$ cat src/shared/mcd_map.vh
// opcode classes, operand modes, lengths and cycle counts of the decoder
`ifndef MCD_MAP_VH
`define MCD_MAP_VH

// operation classes
`define MCD_OP_OTHER 5'h00
`define MCD_OP_ADD 5'h01
`define MCD_OP_ADD_WITH_CARRY 5'h02
`define MCD_OP_SUBTRACT_WITH_BORROW 5'h03
`define MCD_OP_INC 5'h04
`define MCD_OP_DEC 5'h05
`define MCD_OP_INC_DP 5'h06
`define MCD_OP_MUL 5'h07
`define MCD_OP_DIV 5'h08
`define MCD_OP_DEC_ADJ 5'h09
`define MCD_OP_AND 5'h0a
`define MCD_OP_OR 5'h0b
`define MCD_OP_XOR 5'h0c
`define MCD_OP_CLR 5'h0d
`define MCD_OP_CPL 5'h0e
`define MCD_OP_ROT_L 5'h0f
`define MCD_OP_ROT_LC 5'h10
`define MCD_OP_ROT_R 5'h11
`define MCD_OP_ROT_RC 5'h12
`define MCD_OP_SWAP 5'h13
`define MCD_OP_MOVE 5'h14
`define MCD_OP_LOAD_DP 5'h15
`define MCD_OP_EXTERNAL_DATA_MOVE 5'h16
`define MCD_OP_CODE_MEMORY_READ 5'h17
`define MCD_OP_PUSH 5'h18
`define MCD_OP_POP 5'h19
`define MCD_OP_XCH 5'h1a
`define MCD_OP_LOW_NIBBLE_EXCHANGE 5'h1b

// operand modes
`define MCD_M_NONE 3'h0
`define MCD_M_ACC 3'h1
`define MCD_M_WREG 3'h2
`define MCD_M_DIR 3'h3
`define MCD_M_IND 3'h4
`define MCD_M_IMM 3'h5
`define MCD_M_DP 3'h6
`define MCD_M_CODE 3'h7

// instruction lengths in bytes
`define MCD_LEN_1 2'h1
`define MCD_LEN_2 2'h2
`define MCD_LEN_3 2'h3

// execution times in machine cycles (one machine cycle per mclk)
`define MCD_CYC_1 3'h1
`define MCD_CYC_2 3'h2
`define MCD_CYC_4 3'h4

// field positions in the packed decode word
`define MCD_F_CLASS 15:11
`define MCD_F_LEN 10:9
`define MCD_F_CYC 8:6
`define MCD_F_SRC 5:3
`define MCD_F_DST 2:0

`endif

$ cat src/mcd_cycle_ctr.v
// machine-cycle down counter that times each decoded instruction
`timescale 1ns/100ps
`default_nettype none
module mcd_cycle_ctr #(
    parameter CW = 3
) (
    input wire mclk,
    input wire resetn,
    input wire start,
    input wire [CW-1:0] cycles,
    output reg busy_q,
    output reg done_q
);

reg [CW-1:0] cnt_q;

// load on start, count down, flag the last cycle
always @(posedge mclk)
begin
    if (!resetn)
    begin
        cnt_q <= {CW{1'b0}};
        busy_q <= 1'b0;
        done_q <= 1'b0;
    end
    else if (start)
    begin
        cnt_q <= cycles;
        busy_q <= 1'b1;
        done_q <= 1'b0;
    end
    else if (busy_q)
    begin
        cnt_q <= cnt_q - {{(CW-1){1'b0}}, 1'b1};
        // a count of one means this edge ends the instruction
        busy_q <= (cnt_q != {{(CW-1){1'b0}}, 1'b1});
        done_q <= (cnt_q == {{(CW-1){1'b0}}, 1'b1});
    end
    else
    begin
        done_q <= 1'b0;
    end
end

endmodule
`default_nettype wire

$ cat src/mcd_opcode_decoder.v
// opcode decoder: class, operand modes, length and cycle timing per opcode byte
//
// Overview of operation
// [RULE1] 28-2F, 25, 26-27, 24 decode as add without carry, one cycle
// [RULE2] 38-3F, 35, 36-37, 34 decode as add with carry, one cycle
// [RULE3] 98-9F, 95, 96-97, 94 decode as subtract with borrow, one cycle
// [RULE4] 04, 08-0F, 05, 06-07 decode as increment, one cycle
// [RULE5] A3 increments the 16-bit data pointer, one byte, two cycles
// [RULE6] 14, 18-1F, 15, 16-17 decode as decrement, one cycle
// [RULE7] AND group one cycle; 53 is three bytes, two cycles
// [RULE8] OR group one cycle; 43 is three bytes, two cycles
// [RULE9] XOR group one cycle; 63 is three bytes, two cycles
// [RULE10] 23, 33, 03, 13 are accumulator rotates, one byte, one cycle
// [RULE11] C4 swaps nibbles, E4 clears, F4 complements; one byte, one cycle
// [RULE12] E8-EF, E5, E6-E7, 74 load the accumulator in one cycle
// [RULE13] F8-FF, F5, F6-F7 store the accumulator in one cycle
// [RULE14] A8-AF and 88-8F take two cycles; 78-7F take one
// [RULE15] 85 and 75 are three bytes, two cycles
// [RULE16] 90 loads the data pointer, three bytes, two cycles
// [RULE17] E2-E3, F2-F3, E0, F0 external moves, one byte, two cycles
// [RULE18] 93 and 83 read code memory, one byte, two cycles
// [RULE19] C0 pushes and D0 pops a direct byte, two bytes, two cycles
// [RULE20] C8-CF, C5, C6-C7 exchange in one cycle; D6-D7 swap low nibble
// [RULE21] standard binary encoding with the architecture's usual function
// [RULE22] A4 and 84 take four cycles; D4 takes one
// [RULE23] low three bits pick the register, lowest bit the pointer
`timescale 1ns/100ps
`default_nettype none
`include "mcd_map.vh"
module mcd_opcode_decoder (
    input wire mclk,
    input wire resetn,
    input wire op_valid,
    input wire [7:0] op_byte,
    output wire busy_q,
    output wire done_q,
    output reg dec_valid_q,
    output reg known_q,
    output reg [4:0] op_class_q,
    output reg [1:0] op_len_q,
    output reg [2:0] op_cycles_q,
    output reg [2:0] src_mode_q,
    output reg [2:0] dst_mode_q,
    output reg [2:0] working_register_q,
    output reg indirect_pointer_register_q
);

wire take;
wire [15:0] dec_w;

// standard column layout of the arithmetic and logic rows
function [2:0] mode_of;
    input [3:0] lo;
    begin
        if (lo[3])
            mode_of = `MCD_M_WREG;
        else if (lo == 4'h5)
            mode_of = `MCD_M_DIR;
        else if (lo[3:1] == 3'h3)
            mode_of = `MCD_M_IND;
        else
            mode_of = `MCD_M_IMM;
    end
endfunction

// operand bytes follow only for direct and immediate forms
function [1:0] len_of;
    input [2:0] m;
    begin
        if (m == `MCD_M_DIR || m == `MCD_M_IMM)
            len_of = `MCD_LEN_2;
        else
            len_of = `MCD_LEN_1;
    end
endfunction

function [15:0] pack;
    input [4:0] c;
    input [1:0] l;
    input [2:0] y;
    input [2:0] s;
    input [2:0] d;
    begin
        pack = {c, l, y, s, d};
    end
endfunction

// one row of accumulator arithmetic or logic, columns 4 to f
function [15:0] acc_row;
    input [4:0] c;
    input [3:0] lo;
    begin
        acc_row = pack(c, len_of(mode_of(lo)), `MCD_CYC_1, mode_of(lo), `MCD_M_ACC);
    end
endfunction

// full opcode map; anything outside these groups is flagged unknown
function [15:0] decode;
    input [7:0] op;
    reg [3:0] hi;
    reg [3:0] lo;
    reg [2:0] m;
    begin
        hi = op[7:4];
        lo = op[3:0];
        m = mode_of(lo);
        decode = pack(`MCD_OP_OTHER, `MCD_LEN_1, `MCD_CYC_1, `MCD_M_NONE, `MCD_M_NONE);
        case (hi) // [RULE21]
            4'h0:
            begin
                if (lo == 4'h3)
                    decode = pack(`MCD_OP_ROT_R, `MCD_LEN_1, `MCD_CYC_1, `MCD_M_ACC, `MCD_M_ACC); // [RULE10]
                else if (lo == 4'h4)
                    decode = pack(`MCD_OP_INC, `MCD_LEN_1, `MCD_CYC_1, `MCD_M_ACC, `MCD_M_ACC); // [RULE4]
                else if (lo >= 4'h5)
                    decode = pack(`MCD_OP_INC, len_of(m), `MCD_CYC_1, m, m); // [RULE4]
            end
            4'h1:
            begin
                if (lo == 4'h3)
                    decode = pack(`MCD_OP_ROT_RC, `MCD_LEN_1, `MCD_CYC_1, `MCD_M_ACC, `MCD_M_ACC); // [RULE10]
                else if (lo == 4'h4)
                    decode = pack(`MCD_OP_DEC, `MCD_LEN_1, `MCD_CYC_1, `MCD_M_ACC, `MCD_M_ACC); // [RULE6]
                else if (lo >= 4'h5)
                    decode = pack(`MCD_OP_DEC, len_of(m), `MCD_CYC_1, m, m); // [RULE6]
            end
            4'h2:
            begin
                if (lo == 4'h3)
                    decode = pack(`MCD_OP_ROT_L, `MCD_LEN_1, `MCD_CYC_1, `MCD_M_ACC, `MCD_M_ACC); // [RULE10]
                else if (lo >= 4'h4)
                    decode = acc_row(`MCD_OP_ADD, lo); // [RULE1]
            end
            4'h3:
            begin
                if (lo == 4'h3)
                    decode = pack(`MCD_OP_ROT_LC, `MCD_LEN_1, `MCD_CYC_1, `MCD_M_ACC, `MCD_M_ACC); // [RULE10]
                else if (lo >= 4'h4)
                    decode = acc_row(`MCD_OP_ADD_WITH_CARRY, lo); // [RULE2]
            end
            4'h4, 4'h5, 4'h6:
            begin
                // the three logic rows share one layout
                if (lo == 4'h2)
                    decode = pack(logic_class(hi), `MCD_LEN_2, `MCD_CYC_1, `MCD_M_ACC, `MCD_M_DIR); // [RULE7] [RULE8] [RULE9]
                else if (lo == 4'h3)
                    decode = pack(logic_class(hi), `MCD_LEN_3, `MCD_CYC_2, `MCD_M_IMM, `MCD_M_DIR); // [RULE7] [RULE8] [RULE9]
                else if (lo >= 4'h4)
                    decode = acc_row(logic_class(hi), lo); // [RULE7] [RULE8] [RULE9]
            end
            4'h7:
            begin
                if (lo == 4'h4)
                    decode = pack(`MCD_OP_MOVE, `MCD_LEN_2, `MCD_CYC_1, `MCD_M_IMM, `MCD_M_ACC); // [RULE12]
                else if (lo == 4'h5)
                    decode = pack(`MCD_OP_MOVE, `MCD_LEN_3, `MCD_CYC_2, `MCD_M_IMM, `MCD_M_DIR); // [RULE15]
                else if (lo >= 4'h6)
                    decode = pack(`MCD_OP_MOVE, `MCD_LEN_2, `MCD_CYC_1, `MCD_M_IMM, m); // [RULE14]
            end
            4'h8:
            begin
                if (lo == 4'h3)
                    decode = pack(`MCD_OP_CODE_MEMORY_READ, `MCD_LEN_1, `MCD_CYC_2, `MCD_M_CODE, `MCD_M_ACC); // [RULE18]
                else if (lo == 4'h4)
                    decode = pack(`MCD_OP_DIV, `MCD_LEN_1, `MCD_CYC_4, `MCD_M_ACC, `MCD_M_ACC); // [RULE22]
                else if (lo == 4'h5)
                    decode = pack(`MCD_OP_MOVE, `MCD_LEN_3, `MCD_CYC_2, `MCD_M_DIR, `MCD_M_DIR); // [RULE15]
                else if (lo >= 4'h6)
                    decode = pack(`MCD_OP_MOVE, `MCD_LEN_2, `MCD_CYC_2, m, `MCD_M_DIR); // [RULE14]
            end
            4'h9:
            begin
                if (lo == 4'h0)
                    decode = pack(`MCD_OP_LOAD_DP, `MCD_LEN_3, `MCD_CYC_2, `MCD_M_IMM, `MCD_M_DP); // [RULE16]
                else if (lo == 4'h3)
                    decode = pack(`MCD_OP_CODE_MEMORY_READ, `MCD_LEN_1, `MCD_CYC_2, `MCD_M_CODE, `MCD_M_ACC); // [RULE18]
                else if (lo >= 4'h4)
                    decode = acc_row(`MCD_OP_SUBTRACT_WITH_BORROW, lo); // [RULE3]
            end
            4'ha:
            begin
                if (lo == 4'h3)
                    decode = pack(`MCD_OP_INC_DP, `MCD_LEN_1, `MCD_CYC_2, `MCD_M_DP, `MCD_M_DP); // [RULE5]
                else if (lo == 4'h4)
                    decode = pack(`MCD_OP_MUL, `MCD_LEN_1, `MCD_CYC_4, `MCD_M_ACC, `MCD_M_ACC); // [RULE22]
                else if (lo >= 4'h6)
                    decode = pack(`MCD_OP_MOVE, `MCD_LEN_2, `MCD_CYC_2, `MCD_M_DIR, m); // [RULE14]
            end
            4'hc:
            begin
                if (lo == 4'h0)
                    decode = pack(`MCD_OP_PUSH, `MCD_LEN_2, `MCD_CYC_2, `MCD_M_DIR, `MCD_M_NONE); // [RULE19]
                else if (lo == 4'h4)
                    decode = pack(`MCD_OP_SWAP, `MCD_LEN_1, `MCD_CYC_1, `MCD_M_ACC, `MCD_M_ACC); // [RULE11]
                else if (lo >= 4'h5)
                    decode = pack(`MCD_OP_XCH, len_of(m), `MCD_CYC_1, m, `MCD_M_ACC); // [RULE20]
            end
            4'hd:
            begin
                if (lo == 4'h0)
                    decode = pack(`MCD_OP_POP, `MCD_LEN_2, `MCD_CYC_2, `MCD_M_NONE, `MCD_M_DIR); // [RULE19]
                else if (lo == 4'h4)
                    decode = pack(`MCD_OP_DEC_ADJ, `MCD_LEN_1, `MCD_CYC_1, `MCD_M_ACC, `MCD_M_ACC); // [RULE22]
                else if (lo[3:1] == 3'h3)
                    decode = pack(`MCD_OP_LOW_NIBBLE_EXCHANGE, `MCD_LEN_1, `MCD_CYC_1, `MCD_M_IND, `MCD_M_ACC); // [RULE20]
            end
            4'he:
            begin
                if (lo == 4'h0)
                    decode = pack(`MCD_OP_EXTERNAL_DATA_MOVE, `MCD_LEN_1, `MCD_CYC_2, `MCD_M_DP, `MCD_M_ACC); // [RULE17]
                else if (lo[3:1] == 3'h1)
                    decode = pack(`MCD_OP_EXTERNAL_DATA_MOVE, `MCD_LEN_1, `MCD_CYC_2, `MCD_M_IND, `MCD_M_ACC); // [RULE17]
                else if (lo == 4'h4)
                    decode = pack(`MCD_OP_CLR, `MCD_LEN_1, `MCD_CYC_1, `MCD_M_NONE, `MCD_M_ACC); // [RULE11]
                else if (lo >= 4'h5)
                    decode = pack(`MCD_OP_MOVE, len_of(m), `MCD_CYC_1, m, `MCD_M_ACC); // [RULE12]
            end
            4'hf:
            begin
                if (lo == 4'h0)
                    decode = pack(`MCD_OP_EXTERNAL_DATA_MOVE, `MCD_LEN_1, `MCD_CYC_2, `MCD_M_ACC, `MCD_M_DP); // [RULE17]
                else if (lo[3:1] == 3'h1)
                    decode = pack(`MCD_OP_EXTERNAL_DATA_MOVE, `MCD_LEN_1, `MCD_CYC_2, `MCD_M_ACC, `MCD_M_IND); // [RULE17]
                else if (lo == 4'h4)
                    decode = pack(`MCD_OP_CPL, `MCD_LEN_1, `MCD_CYC_1, `MCD_M_ACC, `MCD_M_ACC); // [RULE11]
                else if (lo >= 4'h5)
                    decode = pack(`MCD_OP_MOVE, len_of(m), `MCD_CYC_1, `MCD_M_ACC, m); // [RULE13]
            end
            default:
            begin
                // row b holds only branch and bit opcodes
                decode = pack(`MCD_OP_OTHER, `MCD_LEN_1, `MCD_CYC_1, `MCD_M_NONE, `MCD_M_NONE);
            end
        endcase
    end
endfunction

// row 4 is or, row 5 and, row 6 exclusive-or
function [4:0] logic_class;
    input [3:0] hi;
    begin
        case (hi)
            4'h4: logic_class = `MCD_OP_OR;
            4'h5: logic_class = `MCD_OP_AND;
            default: logic_class = `MCD_OP_XOR;
        endcase
    end
endfunction

assign dec_w = decode(op_byte);
// a new opcode is only taken once the previous one has run its cycles
assign take = op_valid & ~busy_q;

// capture the decode result; fields hold until the next opcode is taken
always @(posedge mclk)
begin
    if (!resetn)
    begin
        dec_valid_q <= 1'b0;
        known_q <= 1'b0;
        op_class_q <= `MCD_OP_OTHER;
        op_len_q <= `MCD_LEN_1;
        op_cycles_q <= `MCD_CYC_1;
        src_mode_q <= `MCD_M_NONE;
        dst_mode_q <= `MCD_M_NONE;
        working_register_q <= 3'h0;
        indirect_pointer_register_q <= 1'b0;
    end
    else
    begin
        dec_valid_q <= take;
        if (take)
        begin
            known_q <= (dec_w[`MCD_F_CLASS] != `MCD_OP_OTHER);
            op_class_q <= dec_w[`MCD_F_CLASS];
            op_len_q <= dec_w[`MCD_F_LEN];
            op_cycles_q <= dec_w[`MCD_F_CYC];
            src_mode_q <= dec_w[`MCD_F_SRC];
            dst_mode_q <= dec_w[`MCD_F_DST];
            working_register_q <= op_byte[2:0]; // [RULE23]
            indirect_pointer_register_q <= op_byte[0]; // [RULE23]
        end
    end
end

// times the instruction; busy blocks new opcodes for its whole duration
mcd_cycle_ctr #(
    .CW(3)
) u_ctr (
    .mclk(mclk),
    .resetn(resetn),
    .start(take),
    .cycles(dec_w[`MCD_F_CYC]),
    .busy_q(busy_q),
    .done_q(done_q)
);

endmodule
`default_nettype wire

$ cat config.mk
export PLATFORM = sky130hd
export DESIGN_NAME = mcd_opcode_decoder
export DESIGN_NICKNAME = d
export VERILOG_FILES = /design/src/mcd_cycle_ctr.v /design/src/mcd_opcode_decoder.v
export VERILOG_INCLUDE_DIRS = /design/src /design/src/shared
export SDC_FILE = /design/constraint.sdc
export NUM_CORES = 1
export LEC_CHECK = 0
export ABC_AREA = 1
export BUFFER_PORTS_ARGS = -buffer_cell sky130_fd_sc_hd__buf_2
export CAP_MARGIN = 0
export CORE_ASPECT_RATIO = 0.6
export CORE_MARGIN = 2
export CORE_UTILIZATION = 40
export DETAILED_ROUTE_END_ITERATION = 6
export GPL_ROUTABILITY_DRIVEN = 1
export MAX_ROUTING_LAYER = met4
export PLACE_DENSITY = 0.67
export SETUP_SLACK_MARGIN = 0.02
export SYNTH_ARGS = -nofsm -noshare
export SYNTH_HDL_FRONTEND = slang
export SYNTH_SLANG_ARGS = --single-unit
export TNS_END_PERCENT = 100
$ cat constraint.sdc
create_clock -name mclk -period 1.7 [get_ports mclk]
set_input_delay 0.34 -clock mclk [delete_from_list [all_inputs] [get_ports mclk]]
set_output_delay 0.34 -clock mclk [all_outputs]
set_load 0.1 [all_outputs]
---- After elaboration in Yosys (flattened, before gate mapping) ----
Index checks and enable logic that the tools add are counted.
storage, ports and cells
  bits in registers ....................... 27
  latch bits .............................. 0
  RAM bits ................................ 0
  bits in read-only memories .............. 0
  input port bits ......................... 11
  logic and storage cells ................. 124
  memories ................................ 0
cells by class
  $add $sub $neg .......................... 1
  multipliers ............................. 0
  divide/modulo/power cells ............... 0
  magnitude comparators ................... 3
  equal/unequal tests ..................... 32
  shift operators ......................... 0
  multiplexer cells ....................... 62
  bitwise operators ....................... 3
  reductions and logical operators ........ 11
operators with widths
  operator                                                                             count
  16-bit 2-to-1 mux                                                                    32
  16-bit one-hot mux with 13 select lines                                              1
  14-bit 2-to-1 mux                                                                    4
  3-bit 2-to-1 mux                                                                     12
  4-bit == test, second input constant                                                 7
  13-bit 2-to-1 mux                                                                    2
  4-bit by 3-bit == test with 1-bit output, second input constant                      6
  3-bit by 2-bit == test with 1-bit output, second input constant                      6
  4-bit by 2-bit == test with 1-bit output, second input constant                      4
  3-bit == test, second input constant                                                 5
  15-bit 2-to-1 mux                                                                    1
  4-bit by 3-bit greater-or-equal comparator with 1-bit output, second input constant  3
  12-bit 2-to-1 mux                                                                    1
  2-bit 2-to-1 mux                                                                     5
  4-bit logical NOT                                                                    2
  3-bit by 1-bit == test with 1-bit output, second input constant                      2
  3-bit one-hot mux with 2 select lines                                                1
  3-bit OR reduction                                                                   2
  1-bit logical OR                                                                     5
  5-bit nonzero test                                                                   1
  4-bit by 1-bit == test with 1-bit output, second input constant                      1
  1-bit 2-to-1 mux                                                                     3
  3-bit by 1-bit inequality test with 1-bit output, second input constant              1
  3-bit by 1-bit subtractor with 3-bit output, second input constant                   1
  3 further kinds                                                                      4

---- Longest topological paths before layout ----
  depth in word-level cells ............... 16
  mapped depth ............................ 14

---- Modules after synthesis ----
A second synthesis with hierarchy kept.
unflattened totals
  cell total of the unflattened synthesis .. 376
  area total of the unflattened synthesis .. 2,067.0 µm²
by module, submodules not included
  module              times used  cells an instance  area an instance (µm²)  sequential area each (µm²)
  mcd_opcode_decoder  1           342                1,823.0                 420.4
  mcd_cycle_ctr       1           34                 244.0                   100.1

---- Worst setup path before layout ----
Ideal clock, no wire load.
  path type ............................... register to register
  start ................................... register u_ctr.busy_q
  end ..................................... register op_cycles_q[1]
  library setup time ...................... 70 ps
  arrival time ............................ 1,948 ps
  data required time ...................... 1,630 ps
  path slack .............................. -318 ps
  cell stages (with the launch flop) ...... 7
  clock period less this slack ............ 2,018 ps
  path through ............................ dfxtp_1 buf_2 nor2_4 clkinv_1 clkbuf_1 nand2_1 a21oi_1
on the way
  cells in the longest elaborated chain, start to end .. 2
RTL lines
  what                      line                      source
  start: declaration        mcd_cycle_ctr.v:11        output reg busy_q,
  start signal: assignment  mcd_cycle_ctr.v:36        busy_q <= (cnt_q != {{(CW-1){1'b0}}, 1'b1});
  1-bit NOT (no line)       n/a
  1-bit bitwise AND         mcd_opcode_decoder.v:252  assign take = op_valid & ~busy_q;
  end signal: assignment    mcd_opcode_decoder.v:263  op_cycles_q <= `MCD_CYC_1;
  end signal: assignment    mcd_opcode_decoder.v:277  op_cycles_q <= dec_w[`MCD_F_CYC];
  end: declaration          mcd_opcode_decoder.v:41   output reg [2:0] op_cycles_q,
Every way passes these cells.
A chain may end at the register's enable or synchronous reset.

---- Final worst setup path ----
  start ................................... input op_byte[6]
  end ..................................... register u_ctr.cnt_q[0]
on the way
  cells in the longest elaborated chain, start to end .. 4
  elaborated cells between the ends (all ways) .. 18
  those cells by class .................... eq/ne (14); mux (2); reduce/logical (2)
RTL lines
  what                                         line                      source
  start: declaration                           mcd_opcode_decoder.v:34   input wire [7:0] op_byte,
  4-bit by 3-bit == test with 1-bit output     n/a
  3-bit OR reduction                           n/a
  16-bit one-hot mux with 13 select lines (*)  mcd_opcode_decoder.v:108  case (hi)
  3-bit 2-to-1 mux (*)                         mcd_cycle_ctr.v:26        else if (start)
  end signal: assignment                       mcd_cycle_ctr.v:22        cnt_q <= {CW{1'b0}};
  end signal: assignment                       mcd_cycle_ctr.v:28        cnt_q <= cycles;
  end signal: assignment                       mcd_cycle_ctr.v:34        cnt_q <= cnt_q - {{(CW-1){1'b0}}, 1'b1};
  end: declaration                             mcd_cycle_ctr.v:15        reg [CW-1:0] cnt_q;
Every way passes the cells marked *; elsewhere a longest branch is shown, timed or not.

==> results.sh <==
export IMPL_cp_data_arrival_time_ns=1.77
export IMPL_syn_instance_count=380
export IMPL_slew_headroom_pct=66.73
export IMPL_hold_viol_final=0
export IMPL_rsz0062_at_grt="no"
export IMPL_cp_max_fo=6
export IMPL_synth_seq_cells=26
export IMPL_synth_commonest_cells="nand2_1, nor2_1, inv_1"
export IMPL_max_cap_viol_count=0
export IMPL_fin_skew_ns=0.003606
export IMPL_pre_cts_ws_ns=-0.2453
export IMPL_p_int_uw=1070
export IMPL_cts_root_buf="clkbuf_8"
export IMPL_min_delay_worst_endpoint="u_ctr.done_q"
export IMPL_stdcell_count=566
export IMPL_n_antenna_cell=0
export IMPL_synthArstFlopShare_pct=0
export IMPL_r2r_start="u_ctr.busy_q"
export IMPL_p_comb_share_pct=45.5
export IMPL_period_minus_slack_ns=1.615
export IMPL_final_seq_area_sq_um=525.5
export IMPL_avgSynthCellArea_sq_um=5.548
export IMPL_grt_max_degree=19
export IMPL_clk_path_buf_depth=2
export IMPL_gp_congestion=1.064
export IMPL_start_kind="input pin"
export IMPL_worst_ep_required_time_ns=1.86
export IMPL_drtIter0Drc=344
export IMPL_switching_share_pct=43.26
export IMPL_setup_viol=0
export IMPL_port_buffers=34
export IMPL_dieWidth_um=97.73
export IMPL_post_synth_main_area_contributors="dfxtp_1, nand2_1, nand3_1, a21oi_1, nor2_1"
export IMPL_hp_class="input pin to register"
export IMPL_cts_made_buffers=3
export IMPL_r2r_slack_ns=0.37
export IMPL_yosysMostFrequentCell="nand2_1"
export IMPL_drv_slew=0
export IMPL_p_clk_share_pct=18.5
export IMPL_grt_usage_pct=32.40
export IMPL_design_die_area_sq_mm=0.005886
export IMPL_row_count=20
export IMPL_crit_path_end_kind="register"
export IMPL_worst_pin_slew_ns=0.5025
export IMPL_place_inst=561
export IMPL_die_h_um=60.24
export IMPL_antenna_found_initial=0
export IMPL_wl_per_cell_um=16.08
export IMPL_powerDensity_mw_per_mm2=606.5
export IMPL_synth_top_area_share_pct=24.69
export IMPL_outcome="complete, no violations"
export IMPL_min_from="resetn"
export IMPL_ir_drop_v=0.0004938
export IMPL_max_freq_mhz=619.0
export IMPL_grt_ovfl_total=0
export IMPL_clkTransAtPathRegs_ns=0.08
export IMPL_drt_vias_per_instance=5.272
export IMPL_worstRegToRegCells=6
export IMPL_initial_core_util_pct=41.50
export IMPL_ys_dominant_reg_cell="dfxtp_1"
export IMPL_fin_crit_sh_pct=95.02
export IMPL_crit_type="input pin to register"
export IMPL_yosys_cell_types_count=26
export IMPL_timing_rr_end="op_class_q[0]"
export IMPL_synthesis_area_sq_mm=0.002108
export IMPL_drive_gt1_share_pct=31.00
export IMPL_multi_input_area_sq_mm=0.001415
export IMPL_holdPathStages=3
export IMPL_grt_pass1_vias=2725
export IMPL_io_pins=35
export IMPL_drt_first_pass_iters=5
export IMPL_fin_nets=514
export IMPL_synth_edff_count=0
export IMPL_cts_sinks=26
export IMPL_drtAntennaViolNets=0
export IMPL_htreeDepth=1
export IMPL_cts_tree="done"
export IMPL_postSynthNetCount=393
export IMPL_routed_wl_um=9104
export IMPL_ys_seq_area_share_pct=24.69
export IMPL_fillerInstances=527
export IMPL_holdBufCountCts=0
export IMPL_leakage_uw=0.001710
export IMPL_post_route_drc_count=0
export IMPL_coreArea_sq_mm=0.005080
export IMPL_dp_hpwl_um=7760
export IMPL_seq_power_share_pct=36.1
export IMPL_num_vias=2984
export IMPL_clk_latency_ns=0.26
export IMPL_synth_area_leader_cell="dfxtp_1"
export IMPL_grt_pass1_wl_um=14100
export IMPL_areaGrowthSynthToFinish_pct=47.48
export IMPL_layout_setup_ws_ns=0.08462
export IMPL_p_switching_uw=815.9
export IMPL_yosys_warnings=0
[repair_timing]
action,4_1_cts,5_1_grt
buffers inserted,0,1
setup endpoints to repair,0,5
resized for setup,0,7
[layout by cell type, fill, tap and decap left out]
cell,n
nor2_4,5
inv_1,33
dfxtp_4,1
inv_2,5
buf_12,4
buf_4,85
nor2_1,40
o22ai_1,1
o211ai_1,2
a211oi_1,1
a21oi_1,30
clkbuf_1,1
a31oi_1,1
nor3_1,5
clkbuf_4,1
clkbuf_8,3
ha_1,2
nand4_1,7
dfxtp_1,24
a21oi_2,1
nor2_2,6
nand2_2,10
o21ai_0,24
o21ai_1,3
or2_1,1
nand3b_1,1
dfxtp_2,1
buf_2,33
nand2_1,134
clkinv_1,2
o311ai_0,1
nand3_1,32
[worst max path at each step]
stage                 start        endpoint
2_1_floorplan  u_ctr.busy_q  u_ctr.cnt_q[2]
3_3_place_gp     op_byte[6]  u_ctr.cnt_q[0]
6_report         op_byte[6]  u_ctr.cnt_q[0]
4_1_cts          op_byte[6]  u_ctr.cnt_q[0]
3_5_place_dp     op_byte[6]  u_ctr.cnt_q[0]
5_1_grt          op_byte[5]         known_q
[power groups by stage]
stage          Combinational, uW  Clock [uW]  Sequential [uW]
6_report                     858         348              680
5_1_grt                      908         374              685
4_1_cts                      838         358              679
3_5_place_dp                 836           0              693
3_3_place_gp                 840           0              691
2_1_floorplan                293           0              937
[per-layer routing]
layer  global-route usage [%]  up-vias  part of all wire (%)
li1                         -     1467                     -
met1                    46.16     1326                    47
met2                    47.49      180                    39
met3                    9.240       11                    12
met4                    2.183        0                  0.86
met5                        -        -                     0
[layout make-up]
cell class,count,area share (%)
Inverter,40,4.829
Tap cell,66,2.656
Sequential cell,26,16.90
Timing Repair Buffer,123,28.65
Multi-Input combinational cell,307,45.51
Clock buffer,4,1.449
[state kept, by name, summed over array words and instances (netlist names)]
| signal | cells |
|---|---|
| u_ctr.done_q | 1 |
| known_q | 1 |
| dst_mode_q | 3 |
| dec_valid_q | 1 |
| u_ctr.busy_q | 1 |
| src_mode_q | 3 |
| working_register_q | 3 |
| op_cycles_q | 3 |
| op_class_q | 5 |
| op_len_q | 2 |
| u_ctr.cnt_q | 3 |
[logic make-up after synthesis]
kind of cell	after synthesis	synth area share, %
AO/OA/AOI/OAI	64	15.85
buffers and inverters	47	8.724
AND/OR/NAND/NOR	241	49.55
flip-flops	26	24.69
adder cells (fa/ha/maj)	2	1.187
[per-stage QoR]
step | hold WS [ns] | total power, uW | instance area, sq um | utilization [%] | TNS [ns]
2_1_floorplan | 0.4143 | 1230 | 2113 | - | 0
3_3_place_gp | 0.4456 | 1531 | 3043 | 59.90 | -2.139
3_5_place_dp | 0.4603 | 1529 | 3043 | 59.90 | -1.528
4_1_cts | 0.3852 | 1876 | 3088 | 60.79 | 0
5_1_grt | 0.4121 | 1967 | 3109 | 61.21 | 0
6_report | 0.3914 | 1886 | 3109 | 61.21 | 0
[critical path: stages]
cell and delay, ns:
buf_2 0.13, nand2_2 0.18, inv_1 0.12, nand2_1 0.17
inv_1 0.14, nand2_1 0.11, nand3_1 0.12, nor3_1 0.19
nand2_1 0.10, nand2_1 0.10, a21oi_1 0.07
Power figures use the tool's default switching activity.
